`src/evie_regs.vh`:
```
// Purpose: Constants for the event interrupt enable block: register map, bit
//          positions, reset values and bus response codes.
// Assumes: 32-bit AXI4-Lite data, each register in one aligned word.
// Notes:   Flag bits sit at the same positions as their enable bits.
// Notes on behaviour
// - Per-source enables: tx abort 2, rx abort 1, full 0.
// - Nothing reaches the interrupt without global bit 15.
// - Exponentiation start bit falling sets a sticky flag.
// - Enable bit 14 gates the exponentiation flag.
// - Each finished hash block or calculation sets flag.
// - Enable bit 13 gates the hash flag.
// - Cipher start bit 11 falling sets a sticky flag.
// - Enable bit 12 gates the cipher flag.
// - Link established or lost sets a sticky flag.
// - Status bit 8 shows current link state.
// - Enable bit 11 gates the link change flag.
// - Pending enabled events drive the interrupt pin.
`ifndef EVIE_REGS_VH
`define EVIE_REGS_VH

`define EVIE_ADDR_W        8
`define EVIE_ADDR_ENABLE   8'h00
`define EVIE_ADDR_FLAG     8'h04
`define EVIE_ADDR_STATUS   8'h08
`define EVIE_ADDR_CONTROL  8'h0C

`define EVIE_BIT_GLOBAL    15
`define EVIE_BIT_MODEXP    14
`define EVIE_BIT_DIGEST    13
`define EVIE_BIT_CIPHER    12
`define EVIE_BIT_LINK      11
`define EVIE_BIT_TXABT     2
`define EVIE_BIT_RXABT     1
`define EVIE_BIT_PCFULL    0

`define EVIE_BIT_LINK_UP   8
`define EVIE_CTL_MODEXP    15
`define EVIE_CTL_CIPHER    11

`define EVIE_ENABLE_MASK   16'hF807
`define EVIE_FLAG_MASK     16'h7807
`define EVIE_ENABLE_RESET  16'h0000
`define EVIE_FLAG_RESET    16'h0000
`define EVIE_PKT_FULL      8'hFF

`define EVIE_RESP_OKAY     2'h0
`define EVIE_RESP_SLVERR   2'h2

`endif

```
`src/evie_sync.v`:
```
// Purpose: Three-stage synchroniser with agreement filter for one pin.
// Assumes: The pin is asynchronous to aclk.
// Notes:   The output changes only when stages two and three agree.
`timescale 1ns/10ps
module evie_sync
(
  input  wire aclk,
  input  wire aresetn,
  input  wire pin,
  output reg  level
);

  reg stage1;
  reg stage2;
  reg stage3;

  always @(posedge aclk)
  begin
    if (!aresetn)
    begin
      stage1 <= 1'b0;
      stage2 <= 1'b0;
      stage3 <= 1'b0;
      level  <= 1'b0;
    end
    else
    begin
      stage1 <= pin;
      stage2 <= stage1;
      stage3 <= stage2;
      if (stage2 == stage3)
      begin
        level <= stage3;
      end
    end
  end

endmodule

```
`src/evie_fall.v`:
```
// Purpose: Registered one-cycle pulse on a falling edge of a level.
// Assumes: The level comes from logic on aclk.
// Notes:   A level low out of reset does not produce a pulse.
`timescale 1ns/10ps
module evie_fall
(
  input  wire aclk,
  input  wire aresetn,
  input  wire level,
  output reg  pulse
);

  reg prev;

  always @(posedge aclk)
  begin
    if (!aresetn)
    begin
      prev  <= 1'b0;
      pulse <= 1'b0;
    end
    else
    begin
      prev  <= level;
      pulse <= prev & ~level;
    end
  end

endmodule

```
`src/evie_event_irq.v`:
```
// Purpose: Interrupt enable, flag and status logic with an AXI4-Lite slave.
// Assumes: Engine done and abort events are one-cycle pulses on aclk; the
//          start bits are levels owned by the engines; link_up_pin is async.
// Notes:   Flags other than the live full flag are sticky and cleared by writing one; set beats clear.
//
// Decided for this implementation: register access over AXI4-Lite and the placing of the registers.
`timescale 1ns/10ps
`include "evie_regs.vh"
module evie_event_irq
(
  input  wire        aclk,
  input  wire        aresetn,
  input  wire [7:0]  s_axi_awaddr,
  input  wire [2:0]  s_axi_awprot,
  input  wire        s_axi_awvalid,
  output wire        s_axi_awready,
  input  wire [31:0] s_axi_wdata,
  input  wire [3:0]  s_axi_wstrb,
  input  wire        s_axi_wvalid,
  output wire        s_axi_wready,
  output reg  [1:0]  s_axi_bresp,
  output reg         s_axi_bvalid,
  input  wire        s_axi_bready,
  input  wire [7:0]  s_axi_araddr,
  input  wire [2:0]  s_axi_arprot,
  input  wire        s_axi_arvalid,
  output wire        s_axi_arready,
  output reg  [31:0] s_axi_rdata,
  output reg  [1:0]  s_axi_rresp,
  output reg         s_axi_rvalid,
  input  wire        s_axi_rready,
  input  wire        modexp_start_bit,
  input  wire        cipher_start_bit,
  input  wire        digest_done,
  input  wire        tx_abort_event,
  input  wire        rx_abort_event,
  input  wire [7:0]  pkt_count,
  input  wire        link_up_pin,
  output reg         irq
);

  // Merges write data into a 16-bit register under the two low byte lanes.
  // Upper lanes are ignored since every register here is 16 bits wide.
  function [15:0] lane_merge;
    input [15:0] old;
    input [15:0] data;
    input [3:0]  strb;
    begin
      lane_merge = old;
      if (strb[0])
      begin
        lane_merge[7:0] = data[7:0];
      end
      if (strb[1])
      begin
        lane_merge[15:8] = data[15:8];
      end
    end
  endfunction

  // Ones written under enabled lanes, used for write-one-to-clear.
  function [15:0] lane_ones;
    input [15:0] data;
    input [3:0]  strb;
    begin
      lane_ones = lane_merge(16'h0000, data, strb);
    end
  endfunction

  // True for the four word addresses that hold a register.
  function mapped;
    input [7:0] addr;
    begin
      mapped = (addr == `EVIE_ADDR_ENABLE) || (addr == `EVIE_ADDR_FLAG) ||
               (addr == `EVIE_ADDR_STATUS) || (addr == `EVIE_ADDR_CONTROL);
    end
  endfunction

  reg  [15:0] event_enable_reg;
  reg  [15:0] event_flag_reg;
  reg  [15:0] next_event_flag_reg;
  reg  [15:0] next_event_enable_reg;
  reg  [15:0] set_vec;

  // Write channel holding state: either beat may arrive first.
  reg         aw_held;
  reg  [7:0]  aw_addr;
  reg         w_held;
  reg  [31:0] w_data;
  reg  [3:0]  w_strb;

  wire        link_up_status;
  reg         link_prev;
  reg         link_change;
  wire        modexp_done;
  wire        cipher_done;
  wire        pkt_counter_full;
  wire        do_write;
  wire [7:0]  wr_addr;
  wire [15:0] wr_data;
  wire [3:0]  wr_strb;
  wire [15:0] ethernet_status_reg;
  wire [15:0] control_reg_one;
  wire [15:0] flag_view;
  wire        global_irq_enable;
  wire        next_irq;

  // The link pin is the only input from outside the clock domain.
  evie_sync u_link_sync
  (
    .aclk    (aclk),
    .aresetn (aresetn),
    .pin     (link_up_pin),
    .level   (link_up_status)
  );

  // The flag follows the engine clearing its own start bit on completion.
  evie_fall u_modexp_fall
  (
    .aclk    (aclk),
    .aresetn (aresetn),
    .level   (modexp_start_bit),
    .pulse   (modexp_done)
  );

  evie_fall u_cipher_fall
  (
    .aclk    (aclk),
    .aresetn (aresetn),
    .level   (cipher_start_bit),
    .pulse   (cipher_done)
  );

  // Either direction of the filtered link level counts as a change.
  // A bounce shorter than the synchroniser's agreement window is filtered
  // out, so it raises no flag.
  always @(posedge aclk)
  begin
    if (!aresetn)
    begin
      link_prev   <= 1'b0;
      link_change <= 1'b0;
    end
    else
    begin
      link_prev   <= link_up_status;
      link_change <= link_prev ^ link_up_status;
    end
  end

  // The full flag is live: it drops as soon as the count is decremented.
  // Software cannot clear it, since it is never latched.
  assign pkt_counter_full = (pkt_count == `EVIE_PKT_FULL);

  // Write address and data are taken in either order and held until both
  // are present; the response blocks further writes until it is taken.
  assign s_axi_awready = !aw_held && !s_axi_bvalid;
  assign s_axi_wready  = !w_held && !s_axi_bvalid;

  // A beat taken in this very cycle is used directly, so no cycle is lost.
  assign wr_addr  = aw_held ? aw_addr : s_axi_awaddr;
  assign wr_data  = w_held ? w_data[15:0] : s_axi_wdata[15:0];
  assign wr_strb  = w_held ? w_strb : s_axi_wstrb;
  assign do_write = (aw_held || (s_axi_awvalid && s_axi_awready)) &&
                    (w_held || (s_axi_wvalid && s_axi_wready)) &&
                    !s_axi_bvalid;

  always @(posedge aclk)
  begin
    if (!aresetn)
    begin
      aw_held      <= 1'b0;
      aw_addr      <= 8'h00;
      w_held       <= 1'b0;
      w_data       <= 32'h00000000;
      w_strb       <= 4'h0;
      s_axi_bvalid <= 1'b0;
      s_axi_bresp  <= `EVIE_RESP_OKAY;
    end
    else
    begin
      if (do_write)
      begin
        aw_held      <= 1'b0;
        w_held       <= 1'b0;
        s_axi_bvalid <= 1'b1;
        s_axi_bresp  <= mapped(wr_addr) ? `EVIE_RESP_OKAY : `EVIE_RESP_SLVERR;
      end
      else
      begin
        if (s_axi_awvalid && s_axi_awready)
        begin
          aw_held <= 1'b1;
          aw_addr <= s_axi_awaddr;
        end
        if (s_axi_wvalid && s_axi_wready)
        begin
          w_held <= 1'b1;
          w_data <= s_axi_wdata;
          w_strb <= s_axi_wstrb;
        end
        if (s_axi_bvalid && s_axi_bready)
        begin
          s_axi_bvalid <= 1'b0;
        end
      end
    end
  end

  // Events collected into one vector at the positions of their enables.
  // Bit 0 stays out: the full condition is live and never latched.
  always @*
  begin
    set_vec = 16'h0000;
    set_vec[`EVIE_BIT_MODEXP] = modexp_done;
    set_vec[`EVIE_BIT_DIGEST] = digest_done;
    set_vec[`EVIE_BIT_CIPHER] = cipher_done;
    set_vec[`EVIE_BIT_LINK]   = link_change;
    set_vec[`EVIE_BIT_TXABT]  = tx_abort_event;
    set_vec[`EVIE_BIT_RXABT]  = rx_abort_event;
  end

  // Software can only clear a flag; an event in the clearing cycle keeps
  // it set so that no completion is lost.
  always @*
  begin
    next_event_flag_reg = event_flag_reg;
    if (do_write && (wr_addr == `EVIE_ADDR_FLAG))
    begin
      next_event_flag_reg = event_flag_reg & ~lane_ones(wr_data, wr_strb);
    end
    next_event_flag_reg = (next_event_flag_reg | set_vec) & `EVIE_FLAG_MASK;
  end

  // Reserved enable bits read back as zero whatever is written.
  always @*
  begin
    next_event_enable_reg = event_enable_reg;
    if (do_write && (wr_addr == `EVIE_ADDR_ENABLE))
    begin
      next_event_enable_reg = lane_merge(event_enable_reg, wr_data, wr_strb) &
                              `EVIE_ENABLE_MASK;
    end
  end

  // Both registers load every cycle; the next values hold them when idle.
  always @(posedge aclk)
  begin
    if (!aresetn)
    begin
      event_flag_reg   <= `EVIE_FLAG_RESET;
      event_enable_reg <= `EVIE_ENABLE_RESET;
    end
    else
    begin
      event_flag_reg   <= next_event_flag_reg;
      event_enable_reg <= next_event_enable_reg;
    end
  end

  // The full flag is not stored; it is merged into the view at read time.
  assign flag_view = event_flag_reg |
                     ({15'h0000, pkt_counter_full} << `EVIE_BIT_PCFULL);

  assign ethernet_status_reg = ({15'h0000, link_up_status} << `EVIE_BIT_LINK_UP) |
                               {8'h00, pkt_count};

  assign control_reg_one = ({15'h0000, modexp_start_bit} << `EVIE_CTL_MODEXP) |
                           ({15'h0000, cipher_start_bit} << `EVIE_CTL_CIPHER);

  // Reads answer one cycle after the address is taken; one at a time.
  // The word reflects register state before the accepting edge; a flag set
  // at that edge shows on the next read.
  assign s_axi_arready = !s_axi_rvalid;

  always @(posedge aclk)
  begin
    if (!aresetn)
    begin
      s_axi_rvalid <= 1'b0;
      s_axi_rdata  <= 32'h00000000;
      s_axi_rresp  <= `EVIE_RESP_OKAY;
    end
    else
    begin
      if (s_axi_arvalid && s_axi_arready)
      begin
        s_axi_rvalid <= 1'b1;
        s_axi_rresp  <= `EVIE_RESP_OKAY;
        case (s_axi_araddr)
          `EVIE_ADDR_ENABLE:
            s_axi_rdata <= {16'h0000, event_enable_reg};
          `EVIE_ADDR_FLAG:
            s_axi_rdata <= {16'h0000, flag_view};
          `EVIE_ADDR_STATUS:
            s_axi_rdata <= {16'h0000, ethernet_status_reg};
          `EVIE_ADDR_CONTROL:
            s_axi_rdata <= {16'h0000, control_reg_one};
          default:
          begin
            s_axi_rdata <= 32'h00000000;
            s_axi_rresp <= `EVIE_RESP_SLVERR;
          end
        endcase
      end
      else if (s_axi_rready)
      begin
        s_axi_rvalid <= 1'b0;
      end
    end
  end

  // Each flag is gated by its own enable; the global bit gates them all.
  assign global_irq_enable = event_enable_reg[`EVIE_BIT_GLOBAL];

  assign next_irq = global_irq_enable &&
                    ((flag_view[`EVIE_BIT_MODEXP] &&
                      event_enable_reg[`EVIE_BIT_MODEXP]) ||
                     (flag_view[`EVIE_BIT_DIGEST] &&
                      event_enable_reg[`EVIE_BIT_DIGEST]) ||
                     (flag_view[`EVIE_BIT_CIPHER] &&
                      event_enable_reg[`EVIE_BIT_CIPHER]) ||
                     (flag_view[`EVIE_BIT_LINK] &&
                      event_enable_reg[`EVIE_BIT_LINK]) ||
                     (flag_view[`EVIE_BIT_TXABT] &&
                      event_enable_reg[`EVIE_BIT_TXABT]) ||
                     (flag_view[`EVIE_BIT_RXABT] &&
                      event_enable_reg[`EVIE_BIT_RXABT]) ||
                     (flag_view[`EVIE_BIT_PCFULL] &&
                      event_enable_reg[`EVIE_BIT_PCFULL]));

  // Registered so the pin never glitches on decode; costs one cycle.
  // Software that clears a flag and looks at the pin at once may still see
  // it high for that one cycle.
  always @(posedge aclk)
  begin
    if (!aresetn)
    begin
      irq <= 1'b0;
    end
    else
    begin
      irq <= next_irq;
    end
  end

endmodule

```
`config.mk`:
```
export PLATFORM = sky130hd
export DESIGN_NAME = evie_event_irq
export DESIGN_NICKNAME = d
export VERILOG_FILES = /design/src/evie_sync.v /design/src/evie_fall.v /design/src/evie_event_irq.v
export VERILOG_INCLUDE_DIRS = /design/src
export SDC_FILE = /design/constraint.sdc
export NUM_CORES = 1
export LEC_CHECK = 0
export BUFFER_PORTS_ARGS = -buffer_cell sky130_fd_sc_hd__clkbuf_2
export CAP_MARGIN = 40
export CORE_ASPECT_RATIO = 1.25
export CORE_UTILIZATION = 45
export DETAILED_ROUTE_END_ITERATION = 12
export GPL_ROUTABILITY_DRIVEN = 0
export HOLD_SLACK_MARGIN = 0.12
export MAX_ROUTING_LAYER = met4
export PLACE_DENSITY = 0.82
export SYNTH_ARGS = -nofsm -noshare
export SYNTH_HDL_FRONTEND = slang
export SYNTH_SLANG_ARGS = --single-unit
```
`constraint.sdc`:
```
create_clock -name aclk -period 5 [get_ports aclk]
set_input_delay 0.25 -clock aclk [delete_from_list [all_inputs] [get_ports aclk]]
set_output_delay 0.25 -clock aclk [all_outputs]
set_load 0.01 [all_outputs]
```
==> results of run 1 <==
power by group through the flow:
| stage | combinational, mW | sequential, mW | clock, mW |
|---|---|---|---|
| after floorplan | 0.105 | 0.549 | 0 |
| after global placement | 0.128 | 0.553 | 0 |
| after detailed placement | 0.132 | 0.554 | 0 |
| after CTS | 0.135 | 0.543 | 0.387 |
| after global routing | 0.149 | 0.545 | 0.411 |
| final | 0.134 | 0.543 | 0.378 |
worst reg2reg max path, cell delays in order (launching register included):
cell                      delay [ns]
sky130_fd_sc_hd__dfxtp_1        0.50
sky130_fd_sc_hd__or4b_1         0.51
sky130_fd_sc_hd__nor4_2         0.42
sky130_fd_sc_hd__o221a_2        0.39
sky130_fd_sc_hd__a41oi_1        0.13
worst max path at each step:
stage / from / to / cells past startpoint
floorplan: aw_held / event_enable_reg[11] / 5
global placement: aw_held / event_flag_reg[2] / 4
detailed placement: aw_held / event_flag_reg[1] / 4
CTS: aw_held / event_flag_reg[1] / 4
global route: aw_held / event_flag_reg[2] / 4
finish: aw_held / event_flag_reg[1] / 4
final cells by class:
type / count / area [um^2] / share of cell area (%)
multi-input cells: 227 / 1526 / 43.81
clock buffers: 12 / 145.1 / 4.165
well taps: 85 / 106.4 / 3.052
repair buffers: 72 / 390.4 / 11.20
flip-flops and latches: 64 / 1281 / 36.77
clock inverters: 4 / 20.02 / 0.5745
inverters: 4 / 15.01 / 0.4309
routing by layer:
metal	up-vias	wire, um	global-route usage [%]
li1	1181	-	-
met1	1093	2547	22.36
met2	70	3205	31.01
met3	10	302	6.202
met4	0	146	8.333
met5	-	0	-
cell usage after synthesis, drive strengths merged (3+ instances only):
master	number	share of area, %
dfxtp	64	43
nand2	34	4.3
mux2i	32	11
nor2b	27	5.7
buf	22	5.6
clkbuf	14	1.8
nor2	14	1.8
and2	12	2.5
mux2	11	4.2
a22oi	10	2.5
o21ai	10	1.7
a21oi	8	1.3
inv	4	0.51
or3	4	0.88
a21boi	3	0.76
nand2b	3	0.63
nor3	3	0.51
nor4	3	1.6
o31ai	3	0.76
or4	3	0.80
logic make-up (layout without fill, tap and decap cells):
logic type | count (synthesis) | count (layout)
AOI/OAI and AO/OA | 48 | 48
xor gates and xnor gates | 1 | 1
buffers and inverters | 40 | 92
DFF | 64 | 64
muxes | 43 | 43
other | 1 | 20
and+or+nand+nor | 115 | 115
what timing repair did:
item | CTS | global route
hold endpoints to repair | 3 | 0
hold buffers | 3 | 0
setup endpoints to repair | 0 | 0
==> results.env, run 1 <==
HOLD_PATH.STARTPOINT='s_axi_arvalid'
TIMING.CRITICAL_PATH.MAX_DELAY_FAMILY='simple AND/OR/NAND/NOR gates'
DESIGN_POWER_TOTAL_mW=1.055
COMB_POWER_SHARE_PCT=12.7
SLOWEST_STAGE='sky130_fd_sc_hd__or4b_1'
FINALCRITPERIODSHARE_PCT=41.56
CRIT_BUF_INV=0
AVGROUTEDWIREPERCELL_UM=13.25
NETLIST_AREA_MM2=0.002970
POST-CTS-SETUP-BUFFERS=0
FIN_CELLS=468
SYNTH_COMPOUND_AREA_SHARE_PCT=12.01
POST_CTS_CLOCK_SLEW_AT_THE_LAUNCH_AND_CAPTURE_REGISTERS_OF_THE_WORST_SETUP_AND_HOLD_PATHS_NS=0.06
CLK_LATENCY_NS=0.34
WORST_REG_TO_REG_PATH_CELL_COUNT=4
WORSTPATHCELLLIST='or4b_1 > nor4_2 > o221a_2 > a41oi_1'
DRV_SLEW=0
PLACEMENT.IO_BUFFERS=68
TOTAL_WIRELENGTH_UM=6202
FLIP_FLOP_COUNT_OF_THE_LARGEST_REGISTER_ALL_COPIES_AND_WORDS_ADDED=14
TNS_NS=0
WORSTSETUPSTARTPOINTTYPE='register'
CLOCKROOTBUFFER='sky130_fd_sc_hd__clkbuf_8'
MIN-DELAY-PATH-CLASS='in -> reg'
POST_SYNTH_NUM_CELL_TYPES=46
START_UTIL_PCT=47.25
ANTENNA_CELLS_INSERTED=0
SYNTH_XOR_AREA_SHARE_PCT=0.2949
CTS_HTREE_LEVELS=3
ASYNC_RESET_FF_SHARE_PCT=0
IOPINCOUNT=121
HOLD_WS_NS=0.1518
SETUP_VIOL=0
TRITONCTS_NUM_SINKS=64
SYNTH-EDFF-COUNT=0
SYNTH.AREA.MUX_SHARE_PCT=14.95
GRT_PASS1_WL_UM=9825
GRT_ANTENNA_BEFORE_REPAIR=0
POST_SYNTHESIS_SHARE_OF_CELL_AREA_SPENT_ON_FULL_ADDERS_HALF_ADDERS_AND_MAJORITY_GATES_PCT=0
MAX_FREQ_MHz=481.2
TRITONCTS_CLOCK_TREE='yes'
SYN-INSTANCE-COUNT=312
CORE_MM2=0.006286
ROUTE.DETAILED.DRC=0
PLACEMENTROWS=32
PWRDENS_mW_PER_MM2=302.9
P_SW_SHARE_PCT=26.15
SYNTH-SIMPLE-AREA-SHARE_PCT=21.61
WORST_IR_DROP_VDD_mV=0.1842
LEAKAGEPOWER_nW=1.612
DPL_CELL_AREA_MM2=0.003289
MAIN_COMBINATIONAL_CELL_FAMILY_BY_AREA_AFTER_SYNTHESIS='simple AND/OR/NAND/NOR gates'
DIE_WIDTH_UM=74.67
DESTINATION_OF_THE_WORST_HOLD_PATH='s_axi_rvalid'
MAXCAPVIOLATIONS=0
POSTLAYOUTCELLAREA_MM2=0.003485
DRT_FIRST_PASS_ITERS=4
FINAL_LAYOUT_SIZE_SUFFIX_GT1_SHARE_PCT=27.68
CRITICAL_PATH.ENDPOINT_TYPE='register'
LAYOUT_MIN_CYCLE_TIME_NS=2.078
WORSTPATHMAXFANOUT=10
LAYOUT_COMMONEST_CELL='sky130_fd_sc_hd__clkbuf_2'
ANT_NETS=0
TIMING.CRITICAL_PATH.REQUIRED_NS=5.21
LARGEST-REGISTER='s_axi_rdata'
DR_TOTAL_VIAS=2354
FINAL.FILL_COUNT=564
CP_DATA_ARRIVAL_TIME_NS=2.29
DETAIL_ROUTE.ITER0.VIOLATIONS=109
GRT_USAGE_PCT=19.55
CRITICALPATHCATEGORY='reg -> reg'
WORST_R2R_DST='event_flag_reg[1]'
FINAL_UTIL_PCT=55.43
CRITICAL-PATH-MAX-STAGE-DELAY_NS=0.51
MOST-COMMON-LAYOUT-CELLS='sky130_fd_sc_hd__clkbuf_2 (68), sky130_fd_sc_hd__dfxtp_1 (64), sky130_fd_sc_hd__nand2_1 (34)'
CTS_INSERTED_BUFFERS=9
CTS_REPAIR_RESIZE_COUNT=0
AREA_GROWTH_PCT=17.31
WORST_R2R_SETUP_SLACK_NS=2.92
FIRST_GLOBAL_VIAS=2131
YOSYS_MOST_USED_DFF='sky130_fd_sc_hd__dfxtp_1'
OUTCOME='complete, no violations'
YOSYSSEQAREASHARE_PCT=43.13
HPWLAFTERDP_UM=4588
DESIGN.FINAL.NETS=457
SETUP_REPAIR_AFTER_GLOBAL_ROUTING_MISSED_ITS_MARGIN='false'
INTERNAL_POWER_uW=779.4
VIASPERCELL=5.030
RR_STARTPOINT='aw_held'
SYNTHESIS.AREA_PER_INSTANCE_UM2=9.520
FINAL-HOLD-VIOLATION-COUNT=0
GRT-OVFL-TOTAL=0
POST-PLACE-CELLS=449
GRT_START_MAX_NET_PINS=45
FINALCLOCKSKEW_NS=0.005797
CLOCK_PATH_BUFFERS=2
SHARE_CLK_OF_TOTAL_POWER_PCT=35.8
SEQ_POWER_SHARE_PCT=51.5
PRE_CTS_WS_NS=2.923
NETSWITCHINGPOWER_uW=276.0
YS_SEQ_ELEMENTS=64
MAX_SLEW_MARGIN_PCT=54.97
MIN_DELAY_PATH_DEPTH=2
YS_WARN_COUNT=0
TIMING_WORST_SLEW_PIN_VALUE_NS=0.6754
DIE_HEIGHT_UM=92.84
SETUP_SLACK_NS=2.922
FLOORPLAN.DIE_AREA_MM2=0.006932
(Power assumes the default switching activity.)
==> inputs of run 2 (changes only) <==
- clock period: 5 -> 2 ns (I/O delays scaled with it)
==> results.env, run 2 (synthesis results as in run 1) <==
SETUP_REPAIR_AFTER_GLOBAL_ROUTING_MISSED_ITS_MARGIN='true'  # was false
CRITICAL-PATH-MAX-STAGE-DELAY_NS=0.54  # was 0.51 ns
CLK_LATENCY_NS=0.34  # about the same
ANTENNA_CELLS_INSERTED=0  # unchanged
DETAIL_ROUTE.ITER0.VIOLATIONS=196  # was 109
WORST_R2R_SETUP_SLACK_NS=0.11  # was 2.92 ns
PLACEMENT.IO_BUFFERS=68  # unchanged
DIE_WIDTH_UM=74.67  # unchanged
SHARE_CLK_OF_TOTAL_POWER_PCT=45.5  # was 35.8%
SLOWEST_STAGE='sky130_fd_sc_hd__dlygate4sd3_1'  # was sky130_fd_sc_hd__or4b_1
TIMING_WORST_SLEW_PIN_VALUE_NS=0.6238  # was 0.6754 ns
IOPINCOUNT=121  # unchanged
WORST_IR_DROP_VDD_mV=0.4560  # was 0.1842 mV
POSTLAYOUTCELLAREA_MM2=0.003979  # was 0.003485 mm^2
NETSWITCHINGPOWER_uW=734.5  # was 276.0 uW
FINALCLOCKSKEW_NS=0.007237  # was 0.005797 ns
PLACEMENTROWS=32  # unchanged
CLOCKROOTBUFFER='sky130_fd_sc_hd__clkbuf_8'  # unchanged
SEQ_POWER_SHARE_PCT=41.7  # was 51.5%
CRIT_BUF_INV=2  # was 0
CRITICALPATHCATEGORY='in -> reg'  # was reg -> reg
FINAL_UTIL_PCT=63.30  # was 55.43%
GRT-OVFL-TOTAL=0  # unchanged
ANT_NETS=0  # unchanged
ROUTE.DETAILED.DRC=0  # unchanged
TRITONCTS_CLOCK_TREE='yes'  # unchanged
RR_STARTPOINT='aw_held'  # unchanged
VIASPERCELL=5.024  # was 5.030
GRT_USAGE_PCT=21.56  # was 19.55%
MIN-DELAY-PATH-CLASS='in -> reg'  # unchanged
DIE_HEIGHT_UM=92.84  # unchanged
DRT_FIRST_PASS_ITERS=4  # unchanged
CTS_INSERTED_BUFFERS=9  # unchanged
PWRDENS_mW_PER_MM2=814.9  # was 302.9 mW/mm^2
FINALCRITPERIODSHARE_PCT=97.83
FIRST_GLOBAL_VIAS=2474  # was 2131
GRT_PASS1_WL_UM=10980  # was 9825 um
MAXCAPVIOLATIONS=0  # unchanged
DR_TOTAL_VIAS=2537  # was 2354
LEAKAGEPOWER_nW=1.826  # was 1.612 nW
COMB_POWER_SHARE_PCT=12.8  # was 12.7%
GRT_ANTENNA_BEFORE_REPAIR=0  # unchanged
TOTAL_WIRELENGTH_UM=6914  # was 6202 um
CP_DATA_ARRIVAL_TIME_NS=2.17  # was 2.29 ns
TIMING.CRITICAL_PATH.MAX_DELAY_FAMILY='compound AO/OA/AOI/OAI gates'  # was simple AND/OR/NAND/NOR gates
FLIP_FLOP_COUNT_OF_THE_LARGEST_REGISTER_ALL_COPIES_AND_WORDS_ADDED=14  # unchanged
START_UTIL_PCT=47.25  # unchanged
FINAL-HOLD-VIOLATION-COUNT=0  # unchanged
HOLD_PATH.STARTPOINT='s_axi_araddr[0]'  # was s_axi_arvalid
INTERNAL_POWER_mW=2.508  # was 779.4 uW
HPWLAFTERDP_UM=4712  # was 4588 um
DRV_SLEW=0  # unchanged
CORE_MM2=0.006286  # unchanged
TIMING.CRITICAL_PATH.REQUIRED_NS=2.21  # was 5.21 ns
SETUP_VIOL=0  # unchanged
CTS_HTREE_LEVELS=3  # unchanged
FINAL_LAYOUT_SIZE_SUFFIX_GT1_SHARE_PCT=27.38  # was 27.68%
GRT_START_MAX_NET_PINS=33  # was 45
WORSTPATHCELLLIST='dlygate4sd3_1 > clkbuf_2 > or3_2 > a2111oi_4 > o211ai_4 > mux2i_1'  # was or4b_1 > nor4_2 > o221a_2 > a41oi_1
CLOCK_PATH_BUFFERS=2  # unchanged
FLOORPLAN.DIE_AREA_MM2=0.006932  # unchanged
WORSTPATHMAXFANOUT=5  # was 10
WORSTSETUPSTARTPOINTTYPE='input port'  # was register
AREA_GROWTH_PCT=33.95  # was 17.31%
OUTCOME='complete, no violations'  # unchanged
LAYOUT_COMMONEST_CELL='sky130_fd_sc_hd__clkbuf_2'  # unchanged
LARGEST-REGISTER='s_axi_rdata'  # unchanged
MIN_DELAY_PATH_DEPTH=4  # was 2
MAX_SLEW_MARGIN_PCT=58.07  # was 54.97%
HOLD_WS_NS=0.1936  # was 0.1518 ns
AVGROUTEDWIREPERCELL_UM=13.69  # was 13.25 um
LAYOUT_MIN_CYCLE_TIME_NS=1.957
DPL_CELL_AREA_MM2=0.003327  # was 0.003289 mm^2
POST_CTS_CLOCK_SLEW_AT_THE_LAUNCH_AND_CAPTURE_REGISTERS_OF_THE_WORST_SETUP_AND_HOLD_PATHS_NS=0.07  # was 0.06 ns
MOST-COMMON-LAYOUT-CELLS='sky130_fd_sc_hd__clkbuf_2 (68), sky130_fd_sc_hd__dfxtp_1 (63), sky130_fd_sc_hd__nand2_1 (34), sky130_fd_sc_hd__dlygate4sd3_1 (34), sky130_fd_sc_hd__mux2i_1 (32)'  # was sky130_fd_sc_hd__clkbuf_2 (68), sky130_fd_sc_hd__dfxtp_1 (64), sky130_fd_sc_hd__nand2_1 (34)
WORST_REG_TO_REG_PATH_CELL_COUNT=4  # unchanged
MAX_FREQ_MHz=511.1
DESTINATION_OF_THE_WORST_HOLD_PATH='s_axi_rdata[15]'  # was s_axi_rvalid
P_SW_SHARE_PCT=22.65  # was 26.15%
CRITICAL_PATH.ENDPOINT_TYPE='register'  # unchanged
WORST_R2R_DST='event_enable_reg[14]'  # was event_flag_reg[1]
TRITONCTS_NUM_SINKS=64  # unchanged
DESIGN.FINAL.NETS=495  # was 457
[run 2: power by group through the flow]
stage	clock, mW	sequential, mW	combinational, mW
floorplan	0	1.37	0.262
global placement	0	1.38	0.342
detailed placement	0	1.38	0.349
CTS	1.49	1.35	0.403
global route	1.55	1.36	0.458
finish	1.48	1.35	0.414
[run 2: worst max path at each step]
stage | start | to | slack (ns) | cells past startpoint
2_1_floorplan | aw_held | event_enable_reg[11] | 0.25 | 5
3_3_place_gp | aw_held | event_enable_reg[15] | 0.09 | 4
3_5_place_dp | aw_held | event_enable_reg[15] | 0.05 | 4
4_1_cts | aw_held | event_enable_reg[14] | 0.03 | 4
5_1_grt | s_axi_awaddr[2] | event_enable_reg[14] | -0.01 | 6
6_report | s_axi_awaddr[2] | event_enable_reg[14] | 0.04 | 6
[run 2: area by class of cell]
cell class / count / area [um^2]
Fill cell: 532 / 2307
Clock inverter: 5 / 128.9
Sequential cell: 64 / 1282
Inverter: 4 / 15.01
Tap cell: 85 / 106.4
Multi-Input combinational cell: 227 / 1555
Clock buffer: 10 / 137.6
Timing Repair Buffer: 110 / 753.2
[run 2: per-stage QoR]
step	std cells	worst slack [ns]	total power, mW	TNS, ns
after global placement	454	0.08906	1.718	0
after detailed placement	454	0.04808	1.728	0
after floorplan	331	0.2535	1.634	0
after global routing	505	-0.01413	3.360	-0.01413
after CTS	503	0.02718	3.244	0
final	505	0.04333	3.242	0
[run 2: metal layers]
metal  GRT usage [%]  vias to the layer above  share of wire (%)
li1                -                     1257                  -
met1           23.63                     1199                 41
met2           37.09                       63                 53
met3           3.156                       18                2.9
met4           10.85                        0                2.8
met5               -                        -                  0
[run 2: repair_timing]
item,4_1_cts,5_1_grt
buffers inserted,0,2
setup endpoints to repair,0,13
gates resized for setup,0,5
endpoints found under the hold margin,35,0
hold buffers,34,0
[run 2: worst reg2reg max path, delay by kind of cell, from the launching register on]
kind,cells,cell delay (ns)
and+or+nand+nor,1,0.49
DFF,1,0.42
muxes,1,0.17
AOI/OAI and AO/OA,2,0.68
